$ cat src/hw/clk_ctl_pkg.sv
/*
 Constants, field positions, reset values and carrier types for the
 high-speed oscillator control and system clock switch.
 Assumes a single 25 MHz logic clock and oscillator pulses that arrive
 as one-cycle strobes synchronous to it.
*/
// Contract
// - Power-on starts fast oscillator in RC mode
// - Hold system reset until start plus 8192
// - Software picks mode, then sets enable bit
// - Fast clock gated until start and stabilization
// - Stop state halts the fast oscillator
// - Wake restarts; supply after start plus 128
// - Software switches system clock; single variant cannot
// - Stall CPU until slow clock is supplied
// - Stall CPU until fast clock is supplied
// - Function bit 1 routes fast clock pin21
// - Pin21 drives when both config bit1 set
// - Pin21 clock ignores output data bit 1
// - Function bit 2 routes slow clock pin22
// - Pin22 drives when both config bit2 set
// - Pin22 clock ignores output data bit 2
// - Pins 21 and 22 are output only
// - Select bit 0: slow, 1: fast; resets 1
// - Enable bit 0 forces select bit to 0
package clk_ctl_pkg;

   // ****************************************************************
   // Register map
   // ****************************************************************
   localparam int ADDR_W = 16;
   localparam logic [15:0] PORT2_OUTPUT_DATA_ADDR = 16'hf210;
   localparam logic [15:0] PORT2_DRIVE_CONFIG_LOW_ADDR = 16'hf212;
   localparam logic [15:0] PORT2_DRIVE_CONFIG_HIGH_ADDR = 16'hf213;
   localparam logic [15:0] PORT2_FUNCTION_SELECT_ADDR = 16'hf214;
   localparam logic [15:0] FREQ_CONTROL_REG_ZERO_ADDR = 16'hf002;
   localparam logic [15:0] FREQ_CONTROL_REG_ONE_ADDR = 16'hf003;

   // ****************************************************************
   // Field positions
   // ****************************************************************
   localparam int SYS_SEL_BIT = 0;
   localparam int OSC_EN_BIT = 1;
   localparam int DIV_LSB = 0;
   localparam int MODE_BIT = 4;
   localparam int PIN21_BIT = 1;
   localparam int PIN22_BIT = 2;
   localparam int PORT_BITS = 3;

   // ****************************************************************
   // Reset values
   // ****************************************************************
   localparam logic [7:0] FREQ_CONTROL_REG_ZERO_RESET = 8'h00;
   localparam logic SYS_SEL_RESET = 1'b1;
   localparam logic OSC_EN_RESET = 1'b1;
   localparam logic [2:0] PORT_RESET = 3'h0;

   // ****************************************************************
   // Timing
   // ****************************************************************
   localparam int CLK_PERIOD_NS = 40;
   localparam int RC_START_TIME_NS = 100000;
   localparam int RC_START_CYCLES = (RC_START_TIME_NS + CLK_PERIOD_NS - 1) / CLK_PERIOD_NS;
   localparam int POR_STAB_COUNT = 8192;
   localparam int WAKE_STAB_COUNT = 128;

   // ****************************************************************
   // Types
   // ****************************************************************
   typedef enum logic [1:0] {OSC_OFF, OSC_START, OSC_STAB, OSC_RUN} osc_state_t;

   typedef struct packed {
      logic [15:0] addr;
      logic [7:0] wdata;
      logic wr;
      logic rd;
   } reg_bus_t;

   typedef struct packed {
      logic out;
      logic oe;
   } pin_t;

   typedef struct packed {
      osc_state_t osc;
      logic [15:0] startCnt;
      logic [13:0] stabCnt;
      logic [13:0] stabTarget;
      logic porPhase;
      logic stopped;
      logic [7:0] freq_control_reg_zero;
      logic sysSel;
      logic oscEn;
      logic [2:0] p2d;
      logic [2:0] p2c0;
      logic [2:0] p2c1;
      logic [2:0] port2_function_select;
      logic [2:0] divCnt;
      logic activeFast;
      logic stall;
      logic fastTick;
      logic sysTick;
      logic fastLevel;
      logic slowLevel;
      pin_t pin21;
      pin_t pin22;
      logic [7:0] rdData;
      logic sysResetn;
   } state_t;

endpackage

$ cat src/hw/high_speed_clock_and_system_clock_select_switch.sv
/*
 Fast RC oscillator sequencing, system clock source switch with CPU
 stall, and clock routing to port pins 21 and 22.
 Assumes oscillator and slow clock pulses are synchronous strobes, and
 that the slow clock block reports when its clock is being supplied.
*/
// Design decision made here: the address-and-strobe port.
`timescale 1ns/100ps
`default_nettype none

module high_speed_clock_and_system_clock_select_switch #(
   parameter bit SINGLE_OSC = 1'b0,
   parameter int POR_STAB = clk_ctl_pkg::POR_STAB_COUNT,
   parameter int WAKE_STAB = clk_ctl_pkg::WAKE_STAB_COUNT,
   parameter int START_CYCLES = clk_ctl_pkg::RC_START_CYCLES
) (
   // Clock and reset
   input wire logic clk,
   input wire logic resetn,
   // Register port
   input wire clk_ctl_pkg::reg_bus_t regBus,
   output logic [7:0] rdData,
   // Oscillator and slow clock sources
   input wire logic rcOscPulse,
   input wire logic extClkPulse,
   input wire logic slowClockPulse,
   input wire logic slowClockReady,
   // Low-power control
   input wire logic stopEnter,
   input wire logic wakeIrq,
   // Clock supply and CPU control
   output logic fastOscOn,
   output logic fastClockTick,
   output logic systemClockTick,
   output logic activeSourceFast,
   output logic cpuStall,
   output logic systemResetn,
   // Output-only port pins
   output clk_ctl_pkg::pin_t fastClockOutPin,
   output clk_ctl_pkg::pin_t slowClockOutPin
);
   import clk_ctl_pkg::*;

   // ****************************************************************
   // Elaboration checks
   // ****************************************************************
   if (POR_STAB < 1 || POR_STAB > 16383) begin : g_bad_por
      $error("POR_STAB out of range");
   end
   if (WAKE_STAB < 1 || WAKE_STAB > 16383) begin : g_bad_wake
      $error("WAKE_STAB out of range");
   end
   if (START_CYCLES < 1 || START_CYCLES > 65535) begin : g_bad_start
      $error("START_CYCLES out of range");
   end

   localparam logic [15:0] START_LAST = 16'(START_CYCLES - 1);
   localparam logic [13:0] POR_TARGET = 14'(POR_STAB);
   localparam logic [13:0] WAKE_TARGET = 14'(WAKE_STAB);

   // ****************************************************************
   // Divider limit from frequency select
   // ****************************************************************
   function automatic logic [2:0] divLimit(input logic [1:0] sel);
      case (sel)
         2'h0: divLimit = 3'h0;
         2'h1: divLimit = 3'h1;
         2'h2: divLimit = 3'h3;
         default: divLimit = 3'h7;
      endcase
   endfunction

   state_t s;
   state_t next_s;
   logic rawPulse;
   logic fastSupplied;
   logic wantFast;
   logic targetSupplied;
   logic slowTick;
   logic newEn;

   // ****************************************************************
   // Next state
   // ****************************************************************
   always_comb begin
      next_s = s;
      next_s.fastTick = 1'b0;
      next_s.sysTick = 1'b0;
      next_s.rdData = 8'h00;
      newEn = s.oscEn;
      rawPulse = s.freq_control_reg_zero[MODE_BIT] ? extClkPulse : rcOscPulse;
      slowTick = slowClockPulse & slowClockReady;

      // Oscillator sequencing
      case (s.osc)
         OSC_OFF: begin
            if (s.oscEn && !s.stopped) begin
               next_s.osc = OSC_START;
               next_s.startCnt = 16'h0000;
               next_s.stabTarget = WAKE_TARGET;
            end
         end
         OSC_START: begin
            if (s.startCnt == START_LAST) begin
               next_s.osc = OSC_STAB;
               next_s.stabCnt = 14'h0000;
            end else begin
               next_s.startCnt = s.startCnt + 16'h0001;
            end
         end
         OSC_STAB: begin
            if (rawPulse) begin
               if (s.stabCnt == s.stabTarget - 14'h0001) begin
                  next_s.osc = OSC_RUN;
                  next_s.divCnt = 3'h0;
                  if (s.porPhase) begin
                     next_s.porPhase = 1'b0;
                     next_s.sysResetn = 1'b1;
                  end
               end else begin
                  next_s.stabCnt = s.stabCnt + 14'h0001;
               end
            end
         end
         OSC_RUN: begin
            if (rawPulse) begin
               if (s.divCnt >= divLimit(s.freq_control_reg_zero[DIV_LSB +: 2])) begin
                  next_s.divCnt = 3'h0;
                  next_s.fastTick = 1'b1;
               end else begin
                  next_s.divCnt = s.divCnt + 3'h1;
               end
            end
         end
         default: begin
            next_s.osc = OSC_OFF;
         end
      endcase

      // Stop entry and wake-up
      if (stopEnter && s.sysResetn && !s.stopped) begin
         next_s.stopped = 1'b1;
         next_s.osc = OSC_OFF;
         next_s.fastTick = 1'b0;
      end else if (wakeIrq && s.stopped) begin
         next_s.stopped = 1'b0;
      end

      // Register writes
      if (regBus.wr) begin
         case (regBus.addr)
            FREQ_CONTROL_REG_ZERO_ADDR: begin
               next_s.freq_control_reg_zero = regBus.wdata;
            end
            FREQ_CONTROL_REG_ONE_ADDR: begin
               if (!SINGLE_OSC) begin
                  newEn = regBus.wdata[OSC_EN_BIT];
                  next_s.oscEn = newEn;
                  next_s.sysSel = regBus.wdata[SYS_SEL_BIT] & newEn;
               end
            end
            PORT2_OUTPUT_DATA_ADDR: begin
               next_s.p2d = regBus.wdata[PORT_BITS-1:0];
            end
            PORT2_DRIVE_CONFIG_LOW_ADDR: begin
               next_s.p2c0 = regBus.wdata[PORT_BITS-1:0];
            end
            PORT2_DRIVE_CONFIG_HIGH_ADDR: begin
               next_s.p2c1 = regBus.wdata[PORT_BITS-1:0];
            end
            PORT2_FUNCTION_SELECT_ADDR: begin
               next_s.port2_function_select = regBus.wdata[PORT_BITS-1:0];
            end
            default: begin
            end
         endcase
      end
      if (!s.oscEn && !s.porPhase) begin
         next_s.osc = OSC_OFF;
         next_s.fastTick = 1'b0;
      end

      // System clock source switch
      fastSupplied = (s.osc == OSC_RUN);
      wantFast = SINGLE_OSC ? 1'b1 : s.sysSel;
      targetSupplied = wantFast ? fastSupplied : slowClockReady;
      if (wantFast != s.activeFast && targetSupplied) begin
         next_s.activeFast = wantFast;
      end
      next_s.stall = s.sysResetn && !targetSupplied;
      if (next_s.activeFast == s.activeFast) begin
         next_s.sysTick = s.activeFast ? next_s.fastTick : slowTick;
      end

      // Clock levels for the pins
      if (next_s.fastTick) begin
         next_s.fastLevel = ~s.fastLevel;
      end
      if (slowTick) begin
         next_s.slowLevel = ~s.slowLevel;
      end
      next_s.pin21.out = s.port2_function_select[PIN21_BIT] ? s.fastLevel : s.p2d[PIN21_BIT];
      next_s.pin21.oe = s.p2c0[PIN21_BIT] & s.p2c1[PIN21_BIT];
      next_s.pin22.out = s.port2_function_select[PIN22_BIT] ? s.slowLevel : s.p2d[PIN22_BIT];
      next_s.pin22.oe = s.p2c0[PIN22_BIT] & s.p2c1[PIN22_BIT];

      // Register reads
      if (regBus.rd) begin
         case (regBus.addr)
            FREQ_CONTROL_REG_ZERO_ADDR: next_s.rdData = s.freq_control_reg_zero;
            FREQ_CONTROL_REG_ONE_ADDR: begin
               next_s.rdData[OSC_EN_BIT] = SINGLE_OSC ? 1'b1 : s.oscEn;
               next_s.rdData[SYS_SEL_BIT] = SINGLE_OSC ? 1'b1 : s.sysSel;
            end
            PORT2_OUTPUT_DATA_ADDR: next_s.rdData = {5'h00, s.p2d};
            PORT2_DRIVE_CONFIG_LOW_ADDR: next_s.rdData = {5'h00, s.p2c0};
            PORT2_DRIVE_CONFIG_HIGH_ADDR: next_s.rdData = {5'h00, s.p2c1};
            PORT2_FUNCTION_SELECT_ADDR: next_s.rdData = {5'h00, s.port2_function_select};
            default: next_s.rdData = 8'h00;
         endcase
      end
   end

   // ****************************************************************
   // State register
   // ****************************************************************
   always_ff @(posedge clk) begin
      if (!resetn) begin
         s <= '0;
         s.osc <= OSC_START;
         s.stabTarget <= POR_TARGET;
         s.porPhase <= 1'b1;
         s.freq_control_reg_zero <= FREQ_CONTROL_REG_ZERO_RESET;
         s.sysSel <= SYS_SEL_RESET;
         s.oscEn <= OSC_EN_RESET;
         s.p2d <= PORT_RESET;
         s.p2c0 <= PORT_RESET;
         s.p2c1 <= PORT_RESET;
         s.port2_function_select <= PORT_RESET;
         s.activeFast <= 1'b1;
      end else begin
         s <= next_s;
      end
   end

   // ****************************************************************
   // Outputs
   // ****************************************************************
   assign rdData = s.rdData;
   assign fastOscOn = (s.osc != OSC_OFF);
   assign fastClockTick = s.fastTick;
   assign systemClockTick = s.sysTick;
   assign activeSourceFast = s.activeFast;
   assign cpuStall = s.stall;
   assign systemResetn = s.sysResetn;
   assign fastClockOutPin = s.pin21;
   assign slowClockOutPin = s.pin22;

endmodule

`default_nettype wire

$ cat config.mk
export PLATFORM = sky130hd
export DESIGN_NAME = high_speed_clock_and_system_clock_select_switch
export DESIGN_NICKNAME = d
export VERILOG_FILES = /design/src/hw/clk_ctl_pkg.sv /design/src/hw/high_speed_clock_and_system_clock_select_switch.sv
export SDC_FILE = /design/constraint.sdc
export NUM_CORES = 1
export LEC_CHECK = 0
export BUFFER_PORTS_ARGS = -buffer_cell sky130_fd_sc_hd__buf_2
export CAP_MARGIN = 20
export CELL_PAD_IN_SITES_DETAIL_PLACEMENT = 1
export CELL_PAD_IN_SITES_GLOBAL_PLACEMENT = 1
export CORE_UTILIZATION = 39
export DETAILED_ROUTE_END_ITERATION = 10
export GPL_TIMING_DRIVEN = 1
export MAX_ROUTING_LAYER = met4
export PLACE_DENSITY_LB_ADDON = 0.1
export SYNTH_ARGS = -nofsm -noshare
export SYNTH_HDL_FRONTEND = slang
export SYNTH_SLANG_ARGS = --single-unit
$ cat constraint.sdc
create_clock -name clk -period 2.1 [get_ports clk]
set_input_delay 0.21 -clock clk [delete_from_list [all_inputs] [get_ports clk]]
set_output_delay 0.21 -clock clk [all_outputs]
set_load 0.05 [all_outputs]
==> impl_metrics.json, run 1 <==
{
  "clk_pin_slew_worst_paths_ps": 80,
  "grt_usage_pct": 21.37,
  "port_buffers": 51,
  "fin_ws_ps": 38.09,
  "postCtsHoldBufs": 0,
  "antenna_found_initial": 0,
  "synth.most_common_cell": "dfxtp_1",
  "p_per_area_nw_per_um2": 735.3,
  "layout-drive-gt1-share_pct": 27.06,
  "synth_simple_gate_area_share_pct": 27.48,
  "leakagePower_nw": 1.907,
  "synthAdderAreaFrac_pct": 3.790,
  "nets": 563,
  "reg2reg_slack_ps": 40,
  "synth_edf_count": 0,
  "cts_buffer_depth": 2,
  "synthXorXnorAreaFrac_pct": 4.422,
  "grt_overflow": 0,
  "worstSetupPathType": "register to register",
  "syn-num-nets": 488,
  "htreeDepth": 3,
  "placedCellCount": 636,
  "setup_viol": 0,
  "vias_per_cell": 5.287,
  "grt_max_degree": 40,
  "drt_wl_total_um": 10290,
  "die_h_um": 102.8,
  "final.setup_skew_ps": 7.201,
  "gp_congestion": 0.7943,
  "num_antenna_cells": 0,
  "initial_utilization_pct": 40.34,
  "synthTopCellsByCount": "80 x dfxtp_1, 39 x nand2_1, 36 x nand3_1",
  "cts-root-buf": "clkbuf_8",
  "num-fill-cells": 1203,
  "synth_top_cell_by_area": "dfxtp_1",
  "fin_cells": 654,
  "cp_top_family": "simple AND/OR/NAND/NOR gates",
  "hold_viol": 0,
  "fmax_mhz": 485.0,
  "holdWs_ps": 119.6,
  "ant_nets": 0,
  "io_pins": 52,
  "cts_tree": "built",
  "synthCells": 442,
  "synth_seq_cells": 80,
  "maxSlewViolCount": 0,
  "finalCritPeriodShare_pct": 98.19,
  "status": "finished clean",
  "chipWidth_um": 102.8,
  "rsz0062_at_grt": "yes",
  "clock-sinks": 80,
  "max_cap_violations": 0,
  "ys_async_sr_fraction_pct": 0,
  "syn_avg_cell_area_um2": 8.962,
  "vias": 3458,
  "routedWlPerCell_um": 15.74,
  "drt_iter0_drc": 136,
  "relSlewSlack_pct": 54.09,
  "coreArea_um2": 9819,
  "worstMarginPinSlew_ps": 681.5,
  "crit_chain": "or4_4 > nor4_4 > buf_4 > nor2b_2 > a211oi_2 > mux2_1 > o21ai_1",
  "area_growth_pct": 22.39,
  "slowest_stage": "or4_4",
  "crit_fanout": 3,
  "required_ps": 2390,
  "synth.top_cell.area_share_pct": 40.43,
  "vdd_ir_drop_max_mv": 0.2736,
  "drtPass1Iterations": 4,
  "num_rows": 36,
  "dp_hpwl_um": 7560,
  "cp-start-kind": "register",
  "ys_seq_area_share_pct": 40.43,
  "critPathArrivalTime_ps": 2350,
  "post-route-util_pct": 49.38,
  "synth.area.top_cells": "dfxtp_1 40%, nand3_1 4.5%, ha_1 3.8%",
  "critPathBufInv": 1,
  "synth.distinct_cells": 64,
  "muxShareOfSynthArea_pct": 4.548,
  "hold_path.class": "input pin to register",
  "place_area_um2": 4517,
  "numCtsBuffers": 9,
  "end_kind": "register",
  "worst_skew_pair.late_latency_ps": 350,
  "grt_pass1_vias": 3432,
  "synth_top_family_by_area": "simple AND/OR/NAND/NOR gates",
  "cpPeakStageDelay_ps": 540,
  "stdcell_area_um2": 4848,
  "dp_slack_ps": -159.1,
  "ys_warn_count": 0,
  "synth_flop_cell": "dfxtp_1",
  "drc": 0,
  "fin_crit_ps": 2062,
  "die_area_um2": 10560,
  "synth_compound_area_share_pct": 14.34,
  "syn_area_um2": 3961,
  "grt_first_pass_wirelength_um": 16810
}
final cells by class:
type                       count  area, µm²  share of cell area, %
tap                          133      166.4                  3.432
clock buffer                  10      137.6                  2.839
multi-input combinational    323       2255                  46.50
timing repair buffer          92      563.0                  11.61
sequential                    80       1604                  33.08
clock inverter                 5      81.33                  1.677
inverter                      11      41.29                 0.8516
path summary, 6_finish.rpt:
check	cells past startpoint	from	endpoint
worst min-delay path	3	regBus[8]	s[42]
worst max register to register	7	s[89]	s[90]
worst max-delay path	7	s[89]	s[90]
worst min register to register	2	s[59]	s[59]
cells in the final DEF, fill, tap and decap left out, drive strengths merged, types with 7 or more instances in the layout:
cell type / Yosys / routed
mux2i: 12 / 12
nand2: 39 / 39
xor2: 17 / 17
inv: 11 / 11
clkbuf: 10 / 10
and2: 11 / 11
and3: 7 / 7
a21oi: 19 / 19
nor2b: 18 / 18
nor2: 23 / 23
nand3: 36 / 36
nand4: 7 / 7
a21boi: 19 / 19
buf: 18 / 92
ha: 12 / 12
o21ai: 15 / 15
dfxtp: 80 / 80
worst min-delay path, stage by stage:
cell,delay (ps)
buf_2,100
nand3_1,50
a21boi_0,70
state kept, by name, summed over array words and instances, names as in the netlist, 2 cells and up:
| name | cells |
|---|---|
| rdData | 8 |
| s | 62 |
| slowClockOutPin | 2 |
| fastClockOutPin | 2 |
through the flow:
stage | setup TNS, ps | total power, mW
2_1_floorplan | 0 | 2.043
6_report | 0 | 3.565
5_1_grt | -253.9 | 3.747
3_3_place_gp | 0 | 2.256
3_5_place_dp | -159.1 | 2.279
4_1_cts | 0 | 3.567
logic make-up (layout without fill, tap and decap cells):
family / count (synthesis) / in the layout
simple gates: 192 / 192
buf+inv: 39 / 118
compound gates: 82 / 82
xor+xnor: 20 / 20
flops: 80 / 80
mux: 17 / 17
fa+ha+maj: 12 / 12
timing repair:
item | CTS | global route
setup endpoints to repair | 3 | 22
pin swaps | 2 | 7
gates resized for setup | 5 | 15
setup buffers | 1 | 2
per-layer routing:
metal  vias up  track usage [%]  wire [µm]
li1       1715                -          -
met1      1660            27.70       5063
met2        74            33.79       4701
met3         9            2.780        385
met4         0            8.342        142
met5         -                -          0
power breakdown:
| group | switching [mW] | total (mW) | internal (mW) |
|---|---|---|---|
| clock network | 0.578 | 1.27 | 0.696 |
| logic | 0.384 | 0.678 | 0.294 |
| registers | 0.0481 | 1.61 | 1.57 |
| total | 1.01 | 3.57 | 2.56 |
Power figures use the tool's default switching activity.
==> run 2, diff against run 1 <==
--- a/config.mk
+++ b/config.mk
@@ -9,6 +9,7 @@
 export CAP_MARGIN = 20
 export CELL_PAD_IN_SITES_DETAIL_PLACEMENT = 1
 export CELL_PAD_IN_SITES_GLOBAL_PLACEMENT = 1
+export CORE_ASPECT_RATIO = 0.9
 export CORE_UTILIZATION = 39
 export DETAILED_ROUTE_END_ITERATION = 10
 export GPL_TIMING_DRIVEN = 1
@@ -17,3 +18,4 @@
 export SYNTH_ARGS = -nofsm -noshare
 export SYNTH_HDL_FRONTEND = slang
 export SYNTH_SLANG_ARGS = --single-unit
+export TNS_END_PERCENT = 1
==> impl_metrics.json, run 2 (synthesis gave the netlist of run 1 again) <==
{
  "vdd_ir_drop_max_mv": 0.5137,
  "end_kind": "register",
  "crit_fanout": 3,
  "setup_viol": 0,
  "io_pins": 52,
  "cts_buffer_depth": 2,
  "final_common_cell": "dfxtp_1",
  "drtPass1Iterations": 4,
  "leakagePower_nw": 1.983,
  "die_h_um": 97.61,
  "num-fill-cells": 1169,
  "crit_chain": "or4_4 > nor4_4 > nor2b_2 > buf_4 > a211oi_2 > mux2i_1 > nor3b_2",
  "grt_pass1_vias": 3698,
  "nets": 573,
  "power.total_mw": 3.805,
  "clock-sinks": 80,
  "worstMarginPinSlew_ps": 788.9,
  "p_per_area_nw_per_um2": 758.3,
  "drt_iter0_drc": 152,
  "max_cap_violations": 0,
  "slowest_stage": "or4_4",
  "coreArea_um2": 9784,
  "rsz0062_at_grt": "yes",
  "vias": 3438,
  "largest_register_ffs": 62,
  "mostFrequentLayoutCells": "77 x dfxtp_1, 51 x buf_2, 50 x buf_4, 37 x nand2_1, 34 x nand3_1",
  "antenna_found_initial": 0,
  "grt_usage_pct": 22.17,
  "grt_overflow": 0,
  "cpPeakStageDelay_ps": 540,
  "regMostFlops": "s",
  "fin_crit_ps": 2095,
  "required_ps": 2290,
  "num_antenna_cells": 0,
  "drc": 0,
  "final.setup_skew_ps": 4.871,
  "numCtsBuffers": 9,
  "hold_path.class": "input pin to register",
  "place_area_um2": 4568,
  "critPathBufInv": 1,
  "fin_cells": 656,
  "vias_per_cell": 5.241,
  "finalCritPeriodShare_pct": 99.78,
  "stdcell_area_um2": 5017,
  "initial_utilization_pct": 40.49,
  "die_area_um2": 10560,
  "placedCellCount": 637,
  "maxSlewViolCount": 0,
  "num_rows": 34,
  "cts-root-buf": "clkbuf_16",
  "cts_tree": "built",
  "chipWidth_um": 108.2,
  "grt_first_pass_wirelength_um": 17950,
  "worstSetupPathType": "register to register",
  "htreeDepth": 3,
  "status": "finished clean",
  "ant_nets": 0,
  "worst_skew_pair.late_latency_ps": 330,
  "hold_viol": 0,
  "fin_ws_ps": 4.618,
  "fmax_mhz": 477.2,
  "cp_top_family": "simple AND/OR/NAND/NOR gates",
  "layout-drive-gt1-share_pct": 29.25,
  "clk_pin_slew_worst_paths_ps": 60,
  "dp_hpwl_um": 7726,
  "drt_wl_total_um": 10620,
  "gp_congestion": 0.8158,
  "dp_slack_ps": -15.75,
  "area_growth_pct": 26.66,
  "cp-start-kind": "register",
  "routedWlPerCell_um": 16.19,
  "critPathArrivalTime_ps": 2290,
  "port_buffers": 51,
  "grt_max_degree": 23,
  "relSlewSlack_pct": 46.85
}
-- run 2: worst register-to-register path, stage by stage (launching register included) --
cell,delay (ps)
dfxtp_2,320
or4_4,540
nor4_4,340
nor2b_2,110
buf_4,150
a211oi_2,180
mux2i_1,250
nor3b_2,60
-- run 2: final cells by class --
cell class	instances	area (µm²)	share of cell area [%]
multi-input combinational	323	2298	45.81
inverter	11	41.29	0.8229
sequential	80	1608	32.04
timing repair buffer	102	650.6	12.97
clock buffer	10	239.0	4.763
clock inverter	4	22.52	0.4489
tap	126	157.7	3.142
-- run 2: per-layer routing --
layer	vias up	part of all wire (%)	GRT usage [%]	wire length, µm
met4	0	1.2	5.058	123
met3	10	3.3	4.427	352
met1	1637	49	29.10	5235
li1	1734	-	-	-
met5	-	0	-	0
met2	57	46	34.93	4910
-- run 2: final timing paths --
kind	start	endpoint	slack, ps	cells after the start
max	s[89]	s[91]	5	7
min	regBus[7]	s[41]	150	3
max reg2reg	s[89]	s[91]	5	7
min reg2reg	s[43]	rdData[7]	460	1
-- run 2: timing repair --
action | in CTS | in global routing
buffers inserted | 1 | 4
setup endpoints to repair | 2 | 33
hold endpoints to repair | 0 | 0
resized for setup | 3 | 27
pin swaps | 1 | 19
hold buffers | 0 | 0
-- run 2: power by group --
part | switching [mW] | internal, mW | leakage (nW) | total [mW]
sequential | 0.0485 | 1.57 | 0.647 | 1.62
clock | 0.595 | 0.813 | 0.130 | 1.41
combinational | 0.415 | 0.363 | 1.21 | 0.777
total | 1.06 | 2.75 | 1.98 | 3.80
-- run 2: through the flow --
stage,utilization (%),setup TNS (ps),hold WS [ps]
4_1_cts,49.59,0,148.0
3_5_place_dp,46.69,-44.04,444.8
2_1_floorplan,-,0,358.1
3_3_place_gp,46.69,0,441.5
5_1_grt,51.28,-819.9,164.1
6_report,51.28,0,152.7
